$ cat src/acsc_defines.vh
// constants for the converter cycle and serial control block
`ifndef ACSC_DEFINES_VH
`define ACSC_DEFINES_VH
`define ACSC_CONV_TIME_US 16600
`define ACSC_CLK_MHZ 100
`define ACSC_CONV_CYCLES (`ACSC_CONV_TIME_US * `ACSC_CLK_MHZ)
`define ACSC_POR_TIME_US 500
`define ACSC_POR_CYCLES (`ACSC_POR_TIME_US * `ACSC_CLK_MHZ)
`define ACSC_RESULT_BITS 16
`define ACSC_PROG_BITS 4
`define ACSC_RATE_RESET 1'h0
`define ACSC_SLEEP_RESET 1'h0
`define ACSC_KEY_FIRST 1'h1
`define ACSC_KEY_SECOND 1'h0
`endif

$ cat src/acsc_sync.v
// two flip-flop synchroniser for pin inputs
`timescale 1ns/10ps
`default_nettype none
module acsc_sync #(
	parameter RESET_VAL = 1'b0
) (
	// clock and reset
	input wire i_sys_clk,
	input wire i_rst_b,
	// data
	input wire i_d,
	output reg o_q
);
	reg meta_q;
	always @(posedge i_sys_clk or negedge i_rst_b) begin
		if (!i_rst_b) begin
			meta_q <= RESET_VAL;
			o_q <= RESET_VAL;
		end else begin
			meta_q <= i_d;
			o_q <= meta_q;
		end
	end
endmodule
`default_nettype wire

$ cat src/acsc_top.v
// converter cycle state machine and serial port
`timescale 1ns/10ps
`default_nettype none
`include "acsc_defines.vh"
module acsc_top #(
	parameter CONV_CYCLES = `ACSC_CONV_CYCLES,
	parameter POR_CYCLES = `ACSC_POR_CYCLES,
	parameter SINGLE_ENDED = 1'b1
) (
	// clock and reset
	input wire i_sys_clk,
	input wire i_rst_b,
	// serial pins
	input wire i_cs_b,
	input wire i_sck,
	input wire i_sdi,
	output reg o_sdo,
	output reg o_sdo_oe,
	// converter core
	input wire [15:0] i_conv_data,
	input wire i_conv_valid,
	output reg o_conv_ready,
	output reg o_conv_start,
	output reg o_ref_power,
	output reg o_rate_30hz,
	output reg o_offset_cal,
	output reg [1:0] o_state
);
	// ----------------------------------------
	// states
	// ----------------------------------------
	localparam [3:0] ST_POR = 4'h1;
	localparam [3:0] ST_CONV = 4'h2;
	localparam [3:0] ST_NAP = 4'h4;
	localparam [3:0] ST_IO = 4'h8;
	localparam CW = 32;

	// ----------------------------------------
	// pin synchronisers
	// ----------------------------------------
	wire cs_b_s;
	wire sck_s;
	wire sdi_s;
	acsc_sync #(.RESET_VAL(1'b1)) u_cs (
		.i_sys_clk(i_sys_clk),
		.i_rst_b(i_rst_b),
		.i_d(i_cs_b),
		.o_q(cs_b_s)
	);
	acsc_sync #(.RESET_VAL(1'b0)) u_sck (
		.i_sys_clk(i_sys_clk),
		.i_rst_b(i_rst_b),
		.i_d(i_sck),
		.o_q(sck_s)
	);
	acsc_sync #(.RESET_VAL(1'b0)) u_sdi (
		.i_sys_clk(i_sys_clk),
		.i_rst_b(i_rst_b),
		.i_d(i_sdi),
		.o_q(sdi_s)
	);

	reg cs_prev_q;
	reg sck_prev_q;
	always @(posedge i_sys_clk or negedge i_rst_b) begin
		if (!i_rst_b) begin
			cs_prev_q <= 1'b1;
			sck_prev_q <= 1'b0;
		end else begin
			cs_prev_q <= cs_b_s;
			sck_prev_q <= sck_s;
		end
	end
	wire cs_rise = cs_b_s & ~cs_prev_q;
	wire sck_rise = sck_s & ~sck_prev_q;
	wire sck_fall = ~sck_s & sck_prev_q;

	// ----------------------------------------
	// two-entry result buffer
	// ----------------------------------------
	// the core may finish while io is still busy with an abort; buffering
	// keeps the word until the holding register takes it
	reg [15:0] buf_q [0:1];
	reg wr_ptr_q;
	reg rd_ptr_q;
	reg [1:0] cnt_q;
	wire buf_valid = (cnt_q != 2'h0);
	reg [3:0] state_q;
	wire buf_pop = buf_valid & (state_q == ST_CONV);
	wire buf_push = i_conv_valid & o_conv_ready;
	// ready is registered from the next count so the port comes from a flop
	wire [1:0] cnt_d = cnt_q + {1'b0, buf_push} - {1'b0, buf_pop};
	always @(posedge i_sys_clk or negedge i_rst_b) begin
		if (!i_rst_b) begin
			wr_ptr_q <= 1'b0;
			rd_ptr_q <= 1'b0;
			cnt_q <= 2'h0;
			o_conv_ready <= 1'b1;
			buf_q[0] <= 16'h0000;
			buf_q[1] <= 16'h0000;
		end else begin
			if (buf_push) begin
				buf_q[wr_ptr_q] <= i_conv_data;
				wr_ptr_q <= ~wr_ptr_q;
			end
			if (buf_pop) begin
				rd_ptr_q <= ~rd_ptr_q;
			end
			cnt_q <= cnt_d;
			o_conv_ready <= (cnt_d != 2'h2);
		end
	end

	// ----------------------------------------
	// cycle state machine
	// ----------------------------------------
	reg [CW-1:0] timer_q;
	reg [15:0] hold_q;
	reg [15:0] shift_q;
	reg [4:0] fall_cnt_q;
	reg [4:0] rise_cnt_q;
	reg [3:0] prog_q;
	reg rate_q;
	reg sleep_q;
	reg sleep_arm_q;
	reg conv_done_q;
	reg sdi_all_hi_q;
	reg sdi_all_lo_q;

	always @(posedge i_sys_clk or negedge i_rst_b) begin
		if (!i_rst_b) begin
			state_q <= ST_POR;
			timer_q <= {CW{1'b0}};
			hold_q <= 16'h0000;
			shift_q <= 16'h0000;
			fall_cnt_q <= 5'h00;
			rise_cnt_q <= 5'h00;
			prog_q <= 4'h0;
			rate_q <= `ACSC_RATE_RESET;
			sleep_q <= `ACSC_SLEEP_RESET;
			sleep_arm_q <= 1'b0;
			conv_done_q <= 1'b0;
			sdi_all_hi_q <= 1'b1;
			sdi_all_lo_q <= 1'b1;
			o_conv_start <= 1'b0;
			o_ref_power <= 1'b1;
		end else begin
			o_conv_start <= 1'b0;
			case (state_q)
			ST_POR: begin
				if (timer_q >= POR_CYCLES - 1) begin
					timer_q <= {CW{1'b0}};
					state_q <= ST_CONV;
					o_conv_start <= 1'b1;
				end else begin
					timer_q <= timer_q + 1'b1;
				end
			end
			ST_CONV: begin
				// no serial event is looked at here
				if (buf_pop) begin
					hold_q <= buf_q[rd_ptr_q];
					conv_done_q <= 1'b1;
				end
				if (timer_q >= CONV_CYCLES - 1) begin
					timer_q <= {CW{1'b0}};
					state_q <= ST_NAP;
					if (sleep_arm_q) begin
						o_ref_power <= 1'b0;
					end
				end else begin
					timer_q <= timer_q + 1'b1;
				end
			end
			ST_NAP: begin
				if (!cs_b_s) begin
					state_q <= ST_IO;
					o_ref_power <= 1'b1;
					shift_q <= hold_q;
					fall_cnt_q <= 5'h00;
					rise_cnt_q <= 5'h00;
					prog_q <= 4'h0;
					sdi_all_hi_q <= 1'b1;
					sdi_all_lo_q <= 1'b1;
				end
			end
			ST_IO: begin
				if (cs_rise) begin
					state_q <= ST_CONV;
					o_conv_start <= 1'b1;
					sleep_arm_q <= sleep_q & ~(sdi_all_hi_q | sdi_all_lo_q);
					conv_done_q <= 1'b0;
				end else if (!cs_b_s) begin
					if (sck_rise) begin
						if (rise_cnt_q < `ACSC_PROG_BITS) begin
							prog_q <= {prog_q[2:0], sdi_s};
						end
						if (rise_cnt_q == `ACSC_PROG_BITS - 1) begin
							if (prog_q[2] == `ACSC_KEY_FIRST && prog_q[1] == `ACSC_KEY_SECOND) begin
								rate_q <= prog_q[0];
								sleep_q <= sdi_s;
							end
						end
						if (rise_cnt_q < `ACSC_RESULT_BITS) begin
							rise_cnt_q <= rise_cnt_q + 1'b1;
						end
						if (sdi_s) begin
							sdi_all_lo_q <= 1'b0;
						end else begin
							sdi_all_hi_q <= 1'b0;
						end
					end
					if (sck_fall) begin
						shift_q <= {shift_q[14:0], 1'b0};
						if (fall_cnt_q == `ACSC_RESULT_BITS - 1) begin
							// a whole frame of one level means a tied line
							if (sdi_all_hi_q) begin
								rate_q <= 1'b1;
							end else if (sdi_all_lo_q) begin
								rate_q <= 1'b0;
							end
							state_q <= ST_CONV;
							o_conv_start <= 1'b1;
							sleep_arm_q <= sleep_q & ~(sdi_all_hi_q | sdi_all_lo_q);
							conv_done_q <= 1'b0;
						end
						fall_cnt_q <= fall_cnt_q + 1'b1;
					end
				end
			end
			default: begin
				state_q <= ST_POR;
				timer_q <= {CW{1'b0}};
			end
			endcase
		end
	end

	// ----------------------------------------
	// pin outputs
	// ----------------------------------------
	// tied sdi looks constant; a tied-high line forces the slow rate when SINGLE_ENDED is set
	always @(posedge i_sys_clk or negedge i_rst_b) begin
		if (!i_rst_b) begin
			o_sdo <= 1'b0;
			o_sdo_oe <= 1'b0;
			o_rate_30hz <= 1'b0;
			o_offset_cal <= 1'b0;
			o_state <= 2'h0;
		end else begin
			o_sdo_oe <= ~cs_b_s;
			if (state_q == ST_IO) begin
				o_sdo <= shift_q[15];
			end else begin
				o_sdo <= (state_q != ST_NAP);
			end
			o_rate_30hz <= SINGLE_ENDED & rate_q;
			o_offset_cal <= ~SINGLE_ENDED | rate_q;
			case (state_q)
			ST_CONV: o_state <= 2'h1;
			ST_NAP: o_state <= 2'h2;
			ST_IO: o_state <= 2'h3;
			default: o_state <= 2'h0;
			endcase
		end
	end
endmodule
`default_nettype wire

$ cat config.mk
export PLATFORM = sky130hd
export DESIGN_NAME = acsc_top
export DESIGN_NICKNAME = d
export VERILOG_FILES = /design/src/acsc_sync.v /design/src/acsc_top.v
export VERILOG_INCLUDE_DIRS = /design/src
export SDC_FILE = /design/constraint.sdc
export NUM_CORES = 1
export LEC_CHECK = 0
export BUFFER_PORTS_ARGS = -buffer_cell sky130_fd_sc_hd__buf_2
export CAP_MARGIN = 20
export CORE_ASPECT_RATIO = 1.25
export CORE_UTILIZATION = 50
export DETAILED_ROUTE_END_ITERATION = 12
export GPL_TIMING_DRIVEN = 0
export PLACE_DENSITY_LB_ADDON = 0.12
export SKIP_LAST_GASP = 1
export SLEW_MARGIN = 5
export SYNTH_ARGS = -nofsm -noshare
export SYNTH_HDL_FRONTEND = slang
export SYNTH_SLANG_ARGS = --single-unit
$ cat constraint.sdc
create_clock -name i_sys_clk -period 5.7 [get_ports i_sys_clk]
set_clock_uncertainty 0.1 [all_clocks]
set_input_delay 0.57 -clock i_sys_clk [delete_from_list [all_inputs] [get_ports i_sys_clk]]
set_output_delay 0.57 -clock i_sys_clk [all_outputs]
set_load 0.005 [all_outputs]
======== After elaboration in Yosys (flattened, before gate mapping) ========
Index checks and enable logic that the tools add are counted.
Widths: inputs -> output; s select.
cells by class
  add/subtract/negate cells ............... 5
  multipliers ............................. 0
  div/mod/pow operators ................... 0
  $lt $le $gt $ge ......................... 7
  eq/ne operators ......................... 24
  shift-type cells ........................ 0
  mux-type cells .......................... 71
  bitwise operators ....................... 18
  reduce and logical (&&, ||, !) cells .... 19
operator list
  cell                   number
  $mux 16                8
  $pmux 32 s3            1
  $mux 32                2
  $mux 5                 8
  $reduce_and 6->1       6
  $add 32x1->32 const B  1
  $bwmux 32              1
  $ge 32x16->1 const B   1
  $ge 32x21->1 const B   1
  $pmux 16 s2            1
  $mux 1                 28
  $mux 4                 7
  $ne 2x2->1 const B     12
  $pmux 5 s2             2
  $demux 16 s1           1
  $pmux 4 s4             1
  $mux 3                 5
  $add 5x1->5 const B    2
  $reduce_bool 2->1      5
  $ne 3x3->1 const B     3
  $not 1->1              9
  $pmux 1 s2             4
  $reduce_and 4->1       2
  $and 1x1->1            6
  other kinds (23)       27
word-level totals
  register bits ........................... 138
  latch bits .............................. 0
  memory bits (writable) .................. 0
  bits in read-only memories .............. 0
  input bits .............................. 22
  output and inout bits ................... 9
  memories ................................ 0

======== Depth between registers and ports, before layout ========
  depth after elaboration ................. 9
  mapped depth ............................ 10

======== Modules after synthesis ========
From an unflattened synthesis, not the netlist that was laid out.
unflattened totals
  cell total of the unflattened synthesis .. 546
  area, all modules ....................... 6,174.7 um2
modules (own cells, without submodules)
  module                 times used  cells an instance  area each (um2)  sequential area each (um2)
  acsc_top               1           540                6,022.0          3,310.7
  acsc_sync (u_sck ...)  2           2                  50.0             50.0
  acsc_sync (u_cs)       1           2                  52.6             52.6

======== Least setup slack after synthesis ========
No wires, ideal clock.
  path type ............................... reg2reg
  start point ............................. register state_q[3]
  end point ............................... register o_conv_ready
  setup time .............................. 0.081 ns
  arrival time ............................ 2.440 ns
  data required time ...................... 5.519 ns
  path slack .............................. 3.079 ns
  stages on the path, launching flop included .. 11
  period minus slack after synthesis ...... 2.621 ns
  cell sequence ........................... dfrtp_1 or4b_1 buf_2 nor2_1 clkbuf_1 ha_1 inv_1 ha_1 xnor2_1 xnor2_1 nand2b_1
between the ends
  longest elaborated chain between the ends .. 4
ends and longest elaborated chain
  what                    RTL line        RTL
  from (decl)             acsc_top.v:88   reg [3:0] state_q;
  from (signal assigned)  acsc_top.v:132  state_q <= ST_POR;
  from (signal assigned)  acsc_top.v:153  state_q <= ST_CONV;
  from (signal assigned)  acsc_top.v:167  state_q <= ST_NAP;
  $eq 4x2->1              acsc_top.v:89   wire buf_pop = buf_valid & (state_q == ST_CONV);
  $and 1x1->1             acsc_top.v:89
  net buf_pop             acsc_top.v:89
  $sub 2x1->2             acsc_top.v:92   wire [1:0] cnt_d = cnt_q + {1'b0, buf_push} - {1'b0, buf_pop};
  net cnt_d[1]            acsc_top.v:92
  $ne 2x2->1              acsc_top.v:110  o_conv_ready <= (cnt_d != 2'h2);
  to (signal assigned)    acsc_top.v:110
  to (decl)               acsc_top.v:22   output reg o_conv_ready,
The timed path passes the listed nets, and every way through them passes these cells.
A chain may end at the register's enable or synchronous reset.

======== Worst setup path after layout ========
Same ends and word-level chain as after synthesis.

==> metrics.md <==
| Metric | Value |
|---|---|
| Most numerous cell in the Yosys netlist | dfrtp_1 |
| CP Data Required Time | 5.94 ns |
| Cell area after synthesis | 6010 um2 |
| Post-DP HPWL | 7980 um |
| HP Class | input pin to asynchronous set/reset pin |
| Die Span X | 100 um |
| Slew Viols, Final | 0 |
| Worst hold slack | 0.0397 ns |
| VDD IR-drop max | 0.000225 V |
| Crit. End Element | register |
| Synth Register Bits | 138 |
| Worst path cell trace | or4b_1, buf_2, nor2_1, clkbuf_1, ha_1, inv_1, ha_1, xnor2_1, xnor2_1, nand2b_1 |
| Total gr overflow | 0 |
| Max Clk Rate | 328 MHz |
| Clock slew at reported path FFs | 0.06 ns |
| First-pass GRT wire length | 20,700 um |
| Synth top area share | 0.541 |
| Tcrit/Tclk final | 0.535 |
| PD cells | 370 nW/um2 |
| IO Port Bufs | 30 |
| Switch Pwr | 571 uW |
| GPL Wtd Cong | 0.829 |
| Top cells by count, synth | 130 x dfrtp_1, 78 x nand2_1, 54 x nor2_1 |
| Max-slew headroom | 0.450 |
| Arr. time, crit path | 3.29 ns |
| Status | completed |
| Row cnt | 44 |
| Post-route setup TNS | 0 ns |
| Comb power frac | 0.107 |
| I/O Pins | 31 |
| RSZ-0062 raised after global routing | false |
| Initial core utilization | 0.515 |
| CP Buf/Inv Count | 3 |
| Layout area overhead | 16.5% |
| Max-cap violations | 0 |
| DR iter-0 viols | 165 |
| Drt total wl | 11,700 um |
| Vias | 4,195 |
| Largest net degree at the start of global routing | 76 |
| Final ANT Viol Nets | 0 |
| Area leader, netlist | dfrtp_1 |
| Share of layout cells above drive strength 1 | 0.184 |
| WL/cell | 15.0 um |
| Ys flop type | dfrtp_1 |
| CP Max Fanout | 10 |
| DRC viols | 0 |
| CTS tree | built |
| Worst path max stage delay | 0.52 ns |
| Setup WS post-layout | 2.65 ns |
| Top delay family on crit path | simple AND/OR/NAND/NOR gates |
| DR pass1 iterations | 4 |
| Worst Tran Pin Value | 0.818 ns |
| Post-Syn Nets | 584 |
| Final setup violation count | 0 |
| Via-to-Cell Ratio | 5.38 |
| Post-place setup slack | 2.64 ns |
| Sequential share of power | 0.456 |
| Post-CTS setup buffer count | 0 |
| Final hold vios | 0 |
| Clk pwr share | 0.436 |
| H-tree depth | 4 |
| GRT Total Usage | 0.213 |
| # nets final | 634 |
| Clk_lat worst skew | 0.42 ns |
| Initial antenna violation count | 0 |
| Clk root buf | clkbuf_16 |
| CTS sink count | 138 |
| Core area | 11,700 um2 |
| Tmin final | 3.05 ns |
| Vias in the first global route | 4,475 |
| Sw Share | 0.221 |
| Lkg Pwr | 0.00320 uW |
| Post-synth cell types | 55 |
| Die area | 12,500 um2 |
| Startpoint types | register |
| Critical Path Slowest Stage Cell | or4b_1 |
| Layout fillers | 1,053 |
| Int Pwr | 2020 uW |
| Ys async rst share | 1.00 |
| Util after Layout | 0.600 |
| Mapped Cells | 556 |
| Die Span Y | 125 um |
| Total CTS buffers | 17 |
| CP Class | register to register |
| Syn Area/Cell | 10.8 um2 |
| DP Cell Count | 748 |
| CTS Hold Bufs | 0 |
| Non-Filler Instances | 780 |
| Post-synth EDFFs | 0 |
| Yosys warnings | 0 |
| Ant. Diodes | 0 |
| Clk buf depth | 2 |
| Seq/Total Area, Yosys | 0.576 |
| Synth area leaders | dfrtp_1 54%, mux2_2 6.6%, nand2_1 4.9%, dfstp_2 3.5%, nor2_1 3.4% |
| Post-CTS Resized | 0 |
power groups by stage:
stage          Combinational, uW  Sequential [uW]  Clock (uW)
3_3_place_gp                 271             1190           0
2_1_floorplan                211             1180           0
3_5_place_dp                 283             1200           0
6_report                     278             1180        1130
5_1_grt                      314             1200        1190
4_1_cts                      286             1180        1150
final cells by class:
| type | count | area [um2] | area share |
|---|---|---|---|
| well taps | 161 | 201 | 0.0288 |
| flip-flops and latches | 138 | 3460 | 0.495 |
| inverters | 8 | 30.0 | 0.00429 |
| clock buffers | 23 | 458 | 0.0654 |
| plain buffers | 29 | 124 | 0.0177 |
| repair buffers | 31 | 184 | 0.0263 |
| clock inverters | 9 | 148 | 0.0211 |
| multi-input cells | 381 | 2390 | 0.342 |
metrics by stage:
step / total power (uW) / instance area, um2
floorplan: 1390 / 6010
global placement: 1460 / 6360
detailed placement: 1480 / 6390
CTS: 2620 / 7000
global route: 2710 / 7000
finish: 2590 / 7000
registers in the layout, summed over array words and instances (netlist names), 2 cells and up:
register    flops
shift_q        16
prog_q          3
o_state         2
rise_cnt_q      5
cnt_q           2
state_q         4
buf_q          32
timer_q        32
hold_q         16
fall_cnt_q      5
routing by layer:
metal	vias up	global-route usage	part of all wire
li1	2069	-	-
met1	2042	0.258	0.44
met2	69	0.357	0.51
met3	15	0.0421	0.027
met4	0	0.108	0.018
met5	-	0	0
worst paths after layout:
kind	start	endpoint	slack [ns]	depth (start not counted)
worst max-delay path	state_q[3]	o_conv_ready	2.65	10
worst min-delay path	i_rst_b	o_state[1]	0.04	1
worst max register to register	state_q[3]	o_conv_ready	2.65	10
worst min register to register	u_sdi.meta_q	u_sdi.o_q	0.25	0
max in group asynchronous	i_rst_b	buf_q[16]	4.70	2
min in group i_sys_clk	i_cs_b	u_cs.meta_q	0.15	1
cell families (layout without fill, tap and decap cells):
family,after synthesis,after routing,synth area share
AO/OA/AOI/OAI,95,95,0.0991
flip-flops,138,138,0.576
AND/OR/NAND/NOR,215,215,0.173
adder cells (fa/ha/maj),6,6,0.0125
buffers and inverters,37,100,0.0256
multiplexers,54,54,0.0973
XOR/XNOR,11,11,0.0160
cell usage in the layout, fill, tap and decap left out, drive strengths merged, types with 3 or more instances in the layout:
cell    instances
xor2            9
nor2           54
or3            10
mux2           35
nand2          78
bufinv          4
inv             8
nor3b           4
clkinv          4
a31oi          16
a21o            5
or4b            3
nor4b           3
clkbuf         45
ha              6
a21oi          21
and3           16
dfrtp         130
o21ai          32
nor4            8
buf            38
nor3            7
a22o            4
nand4           7
dfstp           8
nand3          14
mux2i          19
(Power assumes the default switching activity.)
